===== src/core/trrs_pkg.sv =====
// package for the temperature result and status register block
package trrs_pkg;
  // register pointer values
  localparam logic [7:0] ADDR_TEMP_UPPER = 8'h00;
  localparam logic [7:0] ADDR_TEMP_LOWER = 8'h01;
  localparam logic [7:0] ADDR_STATUS = 8'h02;
  // reset values
  localparam logic [7:0] PTR_RESET = 8'h00;
  localparam logic [15:0] TEMP_RESET = 16'h0000;
  localparam logic RDY_N_RESET = 1'b1;
  // status byte field positions
  localparam int STAT_LOW_BIT = 4;
  localparam int STAT_HIGH_BIT = 5;
  localparam int STAT_CRIT_BIT = 6;
  localparam int STAT_RDY_BIT = 7;
  localparam logic [3:0] STAT_UNUSED = 4'h0;
  // result flag positions in 13-bit mode
  localparam int FLAG_LOW_BIT = 0;
  localparam int FLAG_HIGH_BIT = 1;
  localparam int FLAG_CRIT_BIT = 2;
  localparam int FLAG_WIDTH = 3;
  // hysteresis is whole degrees, result lsb is 1/128 degree
  localparam int HYST_SHIFT = 7;
  // operation mode encodings
  typedef enum logic [1:0] {
    TRRS_MODE_CONT = 2'h0,
    TRRS_MODE_ONE_SHOT = 2'h1,
    TRRS_MODE_ONE_SPS = 2'h2,
    TRRS_MODE_SHUTDOWN = 2'h3
  } trrs_mode_t;
  // limit set that the comparisons use
  typedef struct packed {
    logic [15:0] low_limit;
    logic [15:0] high_limit;
    logic [15:0] critical_limit;
    logic [7:0] hysteresis_value;
  } trrs_limits_t;
  // host byte access request
  typedef struct packed {
    logic ptr_load;
    logic [7:0] ptr_value;
    logic rd_req;
  } trrs_host_req_t;
endpackage


===== src/core/trrs_regs.sv =====
// temperature result, status byte and auto-incrementing read pointer
// Functional notes
// - upper and lower bytes correct, one or two-byte reads
// - pointer increments after each byte read
// - twos complement result, sign bit 15, resets zero
// - 13-bit mode: bit 0 flags below low
// - 13-bit mode: bit 1 flags above high
// - 13-bit mode: bit 2 flags above critical
// - 16-bit mode: bits 2:0 hold result lsbs
// - status bit 4 low alarm, sticky with hysteresis
// - status bit 5 high alarm, sticky with hysteresis
// - status bit 6 critical alarm, sticky with hysteresis
// - ready-low drops on new result, rises on an upper or lower result byte read
// - mode write in one-shot/1 sps sets ready
// - mode field selects continuous, one-shot, 1 sps, shutdown
`timescale 1ns/1ps
module trrs_regs (
  // clock, reset, enable
  input wire logic clk_sys_i,
  input wire logic sys_rst_i,
  input wire logic ce_i,
  // conversion result from the converter
  input wire logic conv_valid_i,
  input wire logic [15:0] conv_raw_i,
  // configuration and limits
  input wire logic resolution_16_i,
  input wire trrs_pkg::trrs_limits_t limits_i,
  input wire logic mode_wr_i,
  input wire logic [1:0] mode_wr_data_i,
  // host byte access
  input wire trrs_pkg::trrs_host_req_t host_req_i,
  output logic [7:0] rd_data_o,
  output logic rd_valid_o,
  output logic [7:0] ptr_o,
  output logic [7:0] status_o
);
  logic [7:0] ptr;
  logic [15:0] temp_val;
  logic st_low;
  logic st_high;
  logic st_crit;
  logic rdy_n;
  logic [7:0] lower_shadow;
  logic shadow_ok;
  logic [7:0] next_rd_data;
  logic [7:0] next_ptr;

  // request decode
  wire act = ce_i;
  wire rd = act && host_req_i.rd_req;
  wire ld = act && host_req_i.ptr_load;
  wire conv = act && conv_valid_i;
  wire rd_upper = rd && (ptr == trrs_pkg::ADDR_TEMP_UPPER);
  wire rd_lower = rd && (ptr == trrs_pkg::ADDR_TEMP_LOWER);
  wire rd_status = rd && (ptr == trrs_pkg::ADDR_STATUS);
  wire rd_temp = rd_upper || rd_lower;

  // comparison value: 13-bit mode ignores the three lsbs
  wire [15:0] cmp_raw = resolution_16_i ? conv_raw_i : {conv_raw_i[15:3], 3'h0};
  wire signed [17:0] t_s = {{2{cmp_raw[15]}}, cmp_raw};
  wire signed [17:0] lo_s = {{2{limits_i.low_limit[15]}}, limits_i.low_limit};
  wire signed [17:0] hi_s = {{2{limits_i.high_limit[15]}}, limits_i.high_limit};
  wire signed [17:0] cr_s = {{2{limits_i.critical_limit[15]}}, limits_i.critical_limit};
  wire signed [17:0] hy_s = {3'h0, limits_i.hysteresis_value, 7'h00};

  // limit events and hysteresis returns
  wire below_low = t_s < lo_s;
  wire above_high = t_s > hi_s;
  wire above_crit = t_s > cr_s;
  wire low_back = t_s > (lo_s + hy_s);
  wire high_back = t_s < (hi_s - hy_s);
  wire crit_back = t_s < (cr_s - hy_s);

  // new result word: flags or extended lsbs in bits 2:0
  wire [2:0] flag_bits = {above_crit, above_high, below_low};
  wire [15:0] next_temp = resolution_16_i ? conv_raw_i
                                          : {conv_raw_i[15:3], flag_bits};

  // mode write only releases ready in one-shot and 1 sps
  wire mode_rdy = act && mode_wr_i &&
                  ((mode_wr_data_i == trrs_pkg::TRRS_MODE_ONE_SHOT) ||
                   (mode_wr_data_i == trrs_pkg::TRRS_MODE_ONE_SPS));

  // status byte, low nibble unused
  wire [7:0] status_byte = {rdy_n, st_crit, st_high, st_low, trrs_pkg::STAT_UNUSED};

  // lower byte of a two-byte read comes from the snapshot taken with the upper
  wire [7:0] lower_src = shadow_ok ? lower_shadow : temp_val[7:0];

  // read data selection, unmapped pointers read zero
  always_comb begin
    case (ptr)
      trrs_pkg::ADDR_TEMP_UPPER: next_rd_data = temp_val[15:8];
      trrs_pkg::ADDR_TEMP_LOWER: next_rd_data = lower_src;
      trrs_pkg::ADDR_STATUS: next_rd_data = status_byte;
      default: next_rd_data = 8'h00;
    endcase
  end

  // pointer: a load wins, otherwise advance after each byte
  always_comb begin
    next_ptr = ptr;
    if (ld) begin
      next_ptr = host_req_i.ptr_value;
    end else if (rd) begin
      next_ptr = ptr + 8'h01;
    end
  end

  // pointer and read data register
  always_ff @(posedge clk_sys_i) begin
    if (sys_rst_i) begin
      ptr <= trrs_pkg::PTR_RESET;
      rd_data_o <= 8'h00;
      rd_valid_o <= 1'b0;
    end else if (ce_i) begin
      ptr <= next_ptr;
      rd_valid_o <= rd;
      if (rd) begin
        rd_data_o <= next_rd_data;
      end
    end
  end

  // snapshot of the lower byte, valid from an upper read until the next byte read or pointer load
  always_ff @(posedge clk_sys_i) begin
    if (sys_rst_i) begin
      lower_shadow <= 8'h00;
      shadow_ok <= 1'b0;
    end else if (rd_upper) begin
      lower_shadow <= temp_val[7:0];
      shadow_ok <= 1'b1;
    end else if (rd || ld) begin
      shadow_ok <= 1'b0;
    end
  end

  // result and flags load together at end of conversion
  always_ff @(posedge clk_sys_i) begin
    if (sys_rst_i) begin
      temp_val <= trrs_pkg::TEMP_RESET;
    end else if (conv) begin
      temp_val <= next_temp;
    end
  end

  // sticky alarms: a new event wins over a read clear
  always_ff @(posedge clk_sys_i) begin
    if (sys_rst_i) begin
      st_low <= 1'b0;
      st_high <= 1'b0;
      st_crit <= 1'b0;
    end else begin
      if (conv && below_low) begin
        st_low <= 1'b1;
      end else if (rd_status || (conv && low_back)) begin
        st_low <= 1'b0;
      end
      if (conv && above_high) begin
        st_high <= 1'b1;
      end else if (rd_status || (conv && high_back)) begin
        st_high <= 1'b0;
      end
      if (conv && above_crit) begin
        st_crit <= 1'b1;
      end else if (rd_status || (conv && crit_back)) begin
        st_crit <= 1'b0;
      end
    end
  end

  // ready-low: a new result wins over a release
  always_ff @(posedge clk_sys_i) begin
    if (sys_rst_i) begin
      rdy_n <= trrs_pkg::RDY_N_RESET;
    end else if (conv) begin
      rdy_n <= 1'b0;
    end else if (rd_temp || mode_rdy) begin
      rdy_n <= 1'b1;
    end
  end

  // state visible to the surrounding device
  assign ptr_o = ptr;
  assign status_o = status_byte;

  // reference levels for the checks below, worked out apart from the datapath
  wire [15:0] ref_raw = resolution_16_i ? conv_raw_i : {conv_raw_i[15:3], 3'h0};
  wire signed [31:0] ref_t = {{16{ref_raw[15]}}, ref_raw};
  wire signed [31:0] ref_lo = {{16{limits_i.low_limit[15]}}, limits_i.low_limit};
  wire signed [31:0] ref_hi = {{16{limits_i.high_limit[15]}}, limits_i.high_limit};
  wire signed [31:0] ref_cr = {{16{limits_i.critical_limit[15]}}, limits_i.critical_limit};
  wire signed [31:0] ref_hy = {17'h0, limits_i.hysteresis_value, 7'h00};
  wire ref_below = ref_t < ref_lo;
  wire ref_above_high = ref_t > ref_hi;
  wire ref_above_crit = ref_t > ref_cr;
  wire ref_low_back = ref_t > ref_lo + ref_hy;
  wire ref_high_back = ref_t < ref_hi - ref_hy;
endmodule


===== config.mk =====
export PLATFORM = sky130hd
export DESIGN_NAME = trrs_regs
export DESIGN_NICKNAME = d
export VERILOG_FILES = /design/src/core/trrs_pkg.sv /design/src/core/trrs_regs.sv
export SDC_FILE = /design/constraint.sdc
export NUM_CORES = 1
export LEC_CHECK = 0
export BUFFER_PORTS_ARGS = -buffer_cell sky130_fd_sc_hd__buf_2
export CORE_ASPECT_RATIO = 0.75
export CORE_UTILIZATION = 45
export CTS_CLUSTER_DIAMETER = 150
export DETAILED_ROUTE_END_ITERATION = 8
export GPL_ROUTABILITY_DRIVEN = 1
export PLACE_DENSITY = 0.72
export SYNTH_ARGS = -nofsm -noshare
export SYNTH_HDL_FRONTEND = slang
export SYNTH_SLANG_ARGS = --single-unit
export TNS_END_PERCENT = 50

===== constraint.sdc =====
create_clock -name clk_sys_i -period 3 [get_ports clk_sys_i]
set_input_delay 0.3 -clock clk_sys_i [delete_from_list [all_inputs] [get_ports clk_sys_i]]
set_output_delay 0.3 -clock clk_sys_i [all_outputs]
set_load 0.1 [all_outputs]

; After elaboration in Yosys (flattened, before gate mapping)
; Index checks and enable logic that the tools add are counted.
[totals]
ff_bits = 46
inputBits = 90
out_inout_bits = 25
elab_cells = 70
[classes]
add_sub_neg = 4
n_lt_le_gt_ge = 6
eq_ne = 4
n_mux = 16
n_reduce_logical = 30
[ops]
columns = operator, n
row1 = $lt 16x17->1, 2
row2 = $sub 16x16->17, 2
row3 = $gt 16x16->1, 2
row4 = $mux 8, 3
row5 = $pmux 8 s3, 1
row6 = $add 16x16->17, 1
row7 = $gt 16x17->1, 1
row8 = $lt 16x16->1, 1
row9 = $logic_and 1x1->1, 14
row10 = $reduce_bool 2->1, 6
row11 = $mux 1, 10
row12 = $add 8x1->8 const B, 1
row13 = $eq 8x1->1 const B, 1
row14 = $eq 8x2->1 const B, 1
row15 = $logic_not 8->1, 1
row16 = $logic_or 1x1->1, 7
row17 = $mux 3, 2
row18 = $reduce_and 2->1, 2
row19 = $eq 2x1->1 const B, 1
row20 = $eq 2x2->1 const B, 1

; Depth between registers and ports, before layout
[depth]
ltp_word = 6
mapped_depth = 17
depth_no_buf = 17

; Worst setup path after synthesis
; OpenSTA, ideal clock, no wires.
[synth_path]
kind = input port to flip-flop
from = input port limits_i[31] (netlist bit)
to = register st_high
setup_ps = 132
t_arrival_ps = 3059
required_ps = 2868
slack_ps = -192
stages = 17
path_buffers = 0
cell_sequence = inv_1 ha_1 inv_1 fa_1 a21o_1 a21oi_1 nor2b_1 o21a_1 o41ai_2 xnor2_1 ha_1 nand2_1 nor3_1 a311o_1 a311oi_2 mux2i_1 a21oi_1
[synth_via]
elab_chain_cells = 5
word_cells_on_any_way = 8
cone_classes = add/sub: 1 / order compare: 2 / mux: 1 / reduce/logical: 4
[synth_lines]
columns = element, line
row1 = from (decl), trrs_regs.sv:27  ; input wire trrs_pkg::trrs_limits_t limits_i,
row2 = $sub 16x16->17, trrs_regs.sv:71  ; wire high_back = t_s < (hi_s - hy_s);
row3 = $lt 16x17->1, trrs_regs.sv:71
row4 = $logic_and 1x1->1, trrs_regs.sv:161  ; end else if (rd_status || (conv && high_back)) begin
row5 = $logic_or 1x1->1, trrs_regs.sv:161
row6 = $reduce_bool 2->1 (no source line), n/a
row7 = to (signal assigned), trrs_regs.sv:151  ; st_high <= 1'b0;
row8 = to (signal assigned), trrs_regs.sv:160  ; st_high <= 1'b1;
row9 = to (signal assigned), trrs_regs.sv:162  ; st_high <= 1'b0;
row10 = to (decl), trrs_regs.sv:40  ; logic st_high;
; Parallel ways exist; a longest one is shown, timed or not.
; A chain may end at the register's enable or synchronous reset.

; Worst setup path after layout
[layout_path]
from = input port limits_i[1] (netlist bit)
to = register st_crit
[layout_via]
elab_chain_cells = 5
[layout_lines]
columns = element, line
row1 = $sub 16x16->17, trrs_regs.sv:72  ; wire crit_back = t_s < (cr_s - hy_s);
row2 = $lt 16x17->1, trrs_regs.sv:72
row3 = $logic_and 1x1->1, trrs_regs.sv:166  ; end else if (rd_status || (conv && crit_back)) begin
row4 = $logic_or 1x1->1, trrs_regs.sv:166
row5 = $reduce_bool 2->1 (no source line), n/a
row6 = to (signal assigned), trrs_regs.sv:152  ; st_crit <= 1'b0;
row7 = to (signal assigned), trrs_regs.sv:165  ; st_crit <= 1'b1;
row8 = to (signal assigned), trrs_regs.sv:167  ; st_crit <= 1'b0;
row9 = to (decl), trrs_regs.sv:41  ; logic st_crit;
; No other way between the ends.

==> results.yml <==
final_layout:
  fin_nets: 983
  seq_area_sq_um: 921
  final_layout_size_suffix_gt1_frac: 0.270
  multiInputGateArea_sq_um: 3960
  post-route-util: 0.576
  fill_cells: 1033
  area_growth_pct: 23.2
  n_antenna_cell: 0
  final_area_sq_um: 6370
critical_path:
  crit_type: "input port to register"
  reg2reg_from: "ptr_o[0]"
  cp-end-kind: "register"
  path_max_fanout: 3
  reg2reg_to: "rd_data_o[0]"
  cp-start-kind: "input port"
  cp.required_ps: 3210
  worstPathArrival_ps: 3540
  r2r_cells: 6
  reg2reg_setup_slack_ps: 1080
route:
  firstDrtPassIters: 5
  routed_wl_microns: 15900
  postRouteAntennaNets: 0
  vias: 5318
  post-route-drc-count: 0
  wl_per_cell_microns: 17.2
  avgViaCountPerCell: 5.75
  drt_iter0_drc: 473
cts:
  cts_sinks: 46
  clock_path_buffers: 2
  cts_tree: "yes"
  cts_buffers: 5
  clk_latency_ps: 290
  h-tree-depth: 2
  clk_pin_slew_ps: 70
  clockRootBuffer: "clkbuf_16"
synth:
  netlist_area_sq_um: 5170
  synth_edf_count: 0
  synth_flop_cell: "dfxtp_1"
  ys_ff_latch: 46
  yosysTopAreaCellShare: 0.257
  yosysTopAreaCell: "ha_1"
  synthCells: 646
  synth_top_cells_by_count: "ha_1 (106), inv_1 (72), a21oi_1 (70)"
  netlist_top_cells_area: "ha_1 (26%), dfxtp_1 (18%), a21oi_1 (6.8%)"
  async_flop_share: 0
  ys_seq_area_frac: 0.178
  syn_area_per_cell_sq_um: 8.00
  yosysWarnings: 0
  synth_most_common_cell: "ha_1"
  synth_cell_types: 67
global_route:
  grtUsageTotal: 0.268
  grt_max_degree: 32
  grt_pass1_wl_microns: 25200
  grt_pass1_vias: 5063
  overflow: 0
  antenna_found_initial: 0
power_and_ir_drop:
  pwr-share-clk: 0.265
  ir_drop_mv: 0.217
  switching_power_mw: 0.910
  power.density_nw_per_um2: 373
  power_frac_comb: 0.452
  pwr-share-seq: 0.283
  p_int_mw: 1.46
  switching_share: 0.383
  p_leak_nw: 3.16
floorplan:
  ios: 115
  die_h_microns: 94.8
  core_sq_um: 11100
  rows: 33
  initial_core_util: 0.467
  chipWidth_microns: 126
  die_area_sq_um: 11900
timing:
  setup_ws_ps: -336
  max_freq_mhz: 300
  grt_setup_unrepaired: "true"
  fin_crit_sh: 1.11
  setup_viol_count_final: 3
  clock_skew_ps: 6.41
  final-max-slew-violation-count: 0
  min_period_ps: 3340
  relSlewSlack: 0.512
  worstMarginPinSlew_ps: 732
  final-hold-violation-count: 0
worst_hold_path:
  hold_depth: 3
  min_path_type: "input port to register"
  whs_endpoint: "ptr_o[6]"
  worstHoldStart: "host_req_i[7]"
placed_design:
  dp.final_hpwl_microns: 12900
  placed_area_sq_um: 6060
  gp_congestion: 0.898
  port_buffers: 110
run:
  maxCapViolCount: 0
run_status:
  violations: "negative setup slack"
  outcome: "finished with violations"
## timing repair
item                                    in CTS  in global routing
gates resized for setup                      8                 25
endpoints found under the hold margin        0                  0
endpoints found under the setup margin       3                  3
pin swaps                                    2                 28
setup buffers                                0                  4
hold buffers                                 0                  0
## metal layers
metal | routed length, microns | GRT usage
met5 | 0 | 0
met4 | 208 | 0.0472
met3 | 964 | 0.0317
met2 | 6970 | 0.440
met1 | 7800 | 0.379
## layout by cell type (no fill, tap or decap), types with 14 or more instances in the layout
cell,instances
inv_1,70
a21o_1,14
buf_4,42
a21oi_1,66
dfxtp_1,46
ha_1,103
buf_2,109
nor2_1,37
nand3_1,23
nand2_1,62
xor2_1,17
## cell families after synthesis
group / count (synthesis) / synth area share
buffers and inverters: 96 / 0.0787
XOR/XNOR: 27 / 0.0458
AND/OR/NAND/NOR: 192 / 0.184
flip-flops: 46 / 0.178
other: 1 / 0.000726
adder cells (fa/ha/maj): 109 / 0.268
AO/OA/AOI/OAI: 161 / 0.214
multiplexers: 14 / 0.0303
## area by class of cell
cell class	instances	area share
Multi-Input combinational cell	507	0.621
Sequential cell	46	0.145
Timing Repair Buffer	152	0.137
Inverter	72	0.0430
Tap cell	140	0.0275
Clock buffer	5	0.0196
Clock inverter	3	0.00688
## sequential cells by signal, summed over array words and instances (netlist names), 8 cells and up
name	cells
lower_shadow	8
ptr_o	8
rd_data_o	8
temp_val	16
## power groups by stage
stage / combinational (mW) / sequential [mW] / clock [mW]
global placement: 0.973 / 0.682 / 0
CTS: 1.02 / 0.670 / 0.640
global route: 1.17 / 0.674 / 0.657
finish: 1.07 / 0.672 / 0.630
detailed placement: 1.00 / 0.684 / 0
floorplan: 0.634 / 0.738 / 0
## critical path: stages
cell and delay [ps]:
buf_4 110, clkinvlp_4 130, buf_4 160, buf_4 130
fa_2 340, a21o_1 200, a21oi_2 160, nor2b_1 70
o21a_1 220, o41ai_2 300, xnor2_1 120, ha_1 330
nand3_2 120, nor2_4 140, nand2_1 50, o211ai_1 200
mux2_4 320, a21oi_1 140
## through the flow
| step | instances | setup TNS, ps | hold slack [ps] | worst slack (ps) | power [mW] |
|---|---|---|---|---|---|
| 2_1_floorplan | 649 | -282 | 433 | -156 | 1.37 |
| 3_3_place_gp | 913 | -1140 | 439 | -422 | 1.65 |
| 3_5_place_dp | 913 | -1480 | 447 | -506 | 1.69 |
| 4_1_cts | 921 | -358 | 306 | -157 | 2.33 |
| 5_1_grt | 925 | -1260 | 316 | -514 | 2.51 |
| 6_report | 925 | -692 | 312 | -336 | 2.37 |
## worst max path at each step
stage                  from       to  slack, ps  depth (start not counted)
3_3_place_gp   limits_i[31]  st_high       -420                         18
2_1_floorplan  limits_i[31]  st_high       -160                         17
4_1_cts        limits_i[31]  st_high       -160                         18
6_report        limits_i[1]  st_crit       -340                         18
5_1_grt         limits_i[1]  st_crit       -510                         18
3_5_place_dp    limits_i[1]   st_low       -510                         17
(Power assumes the default switching activity.)
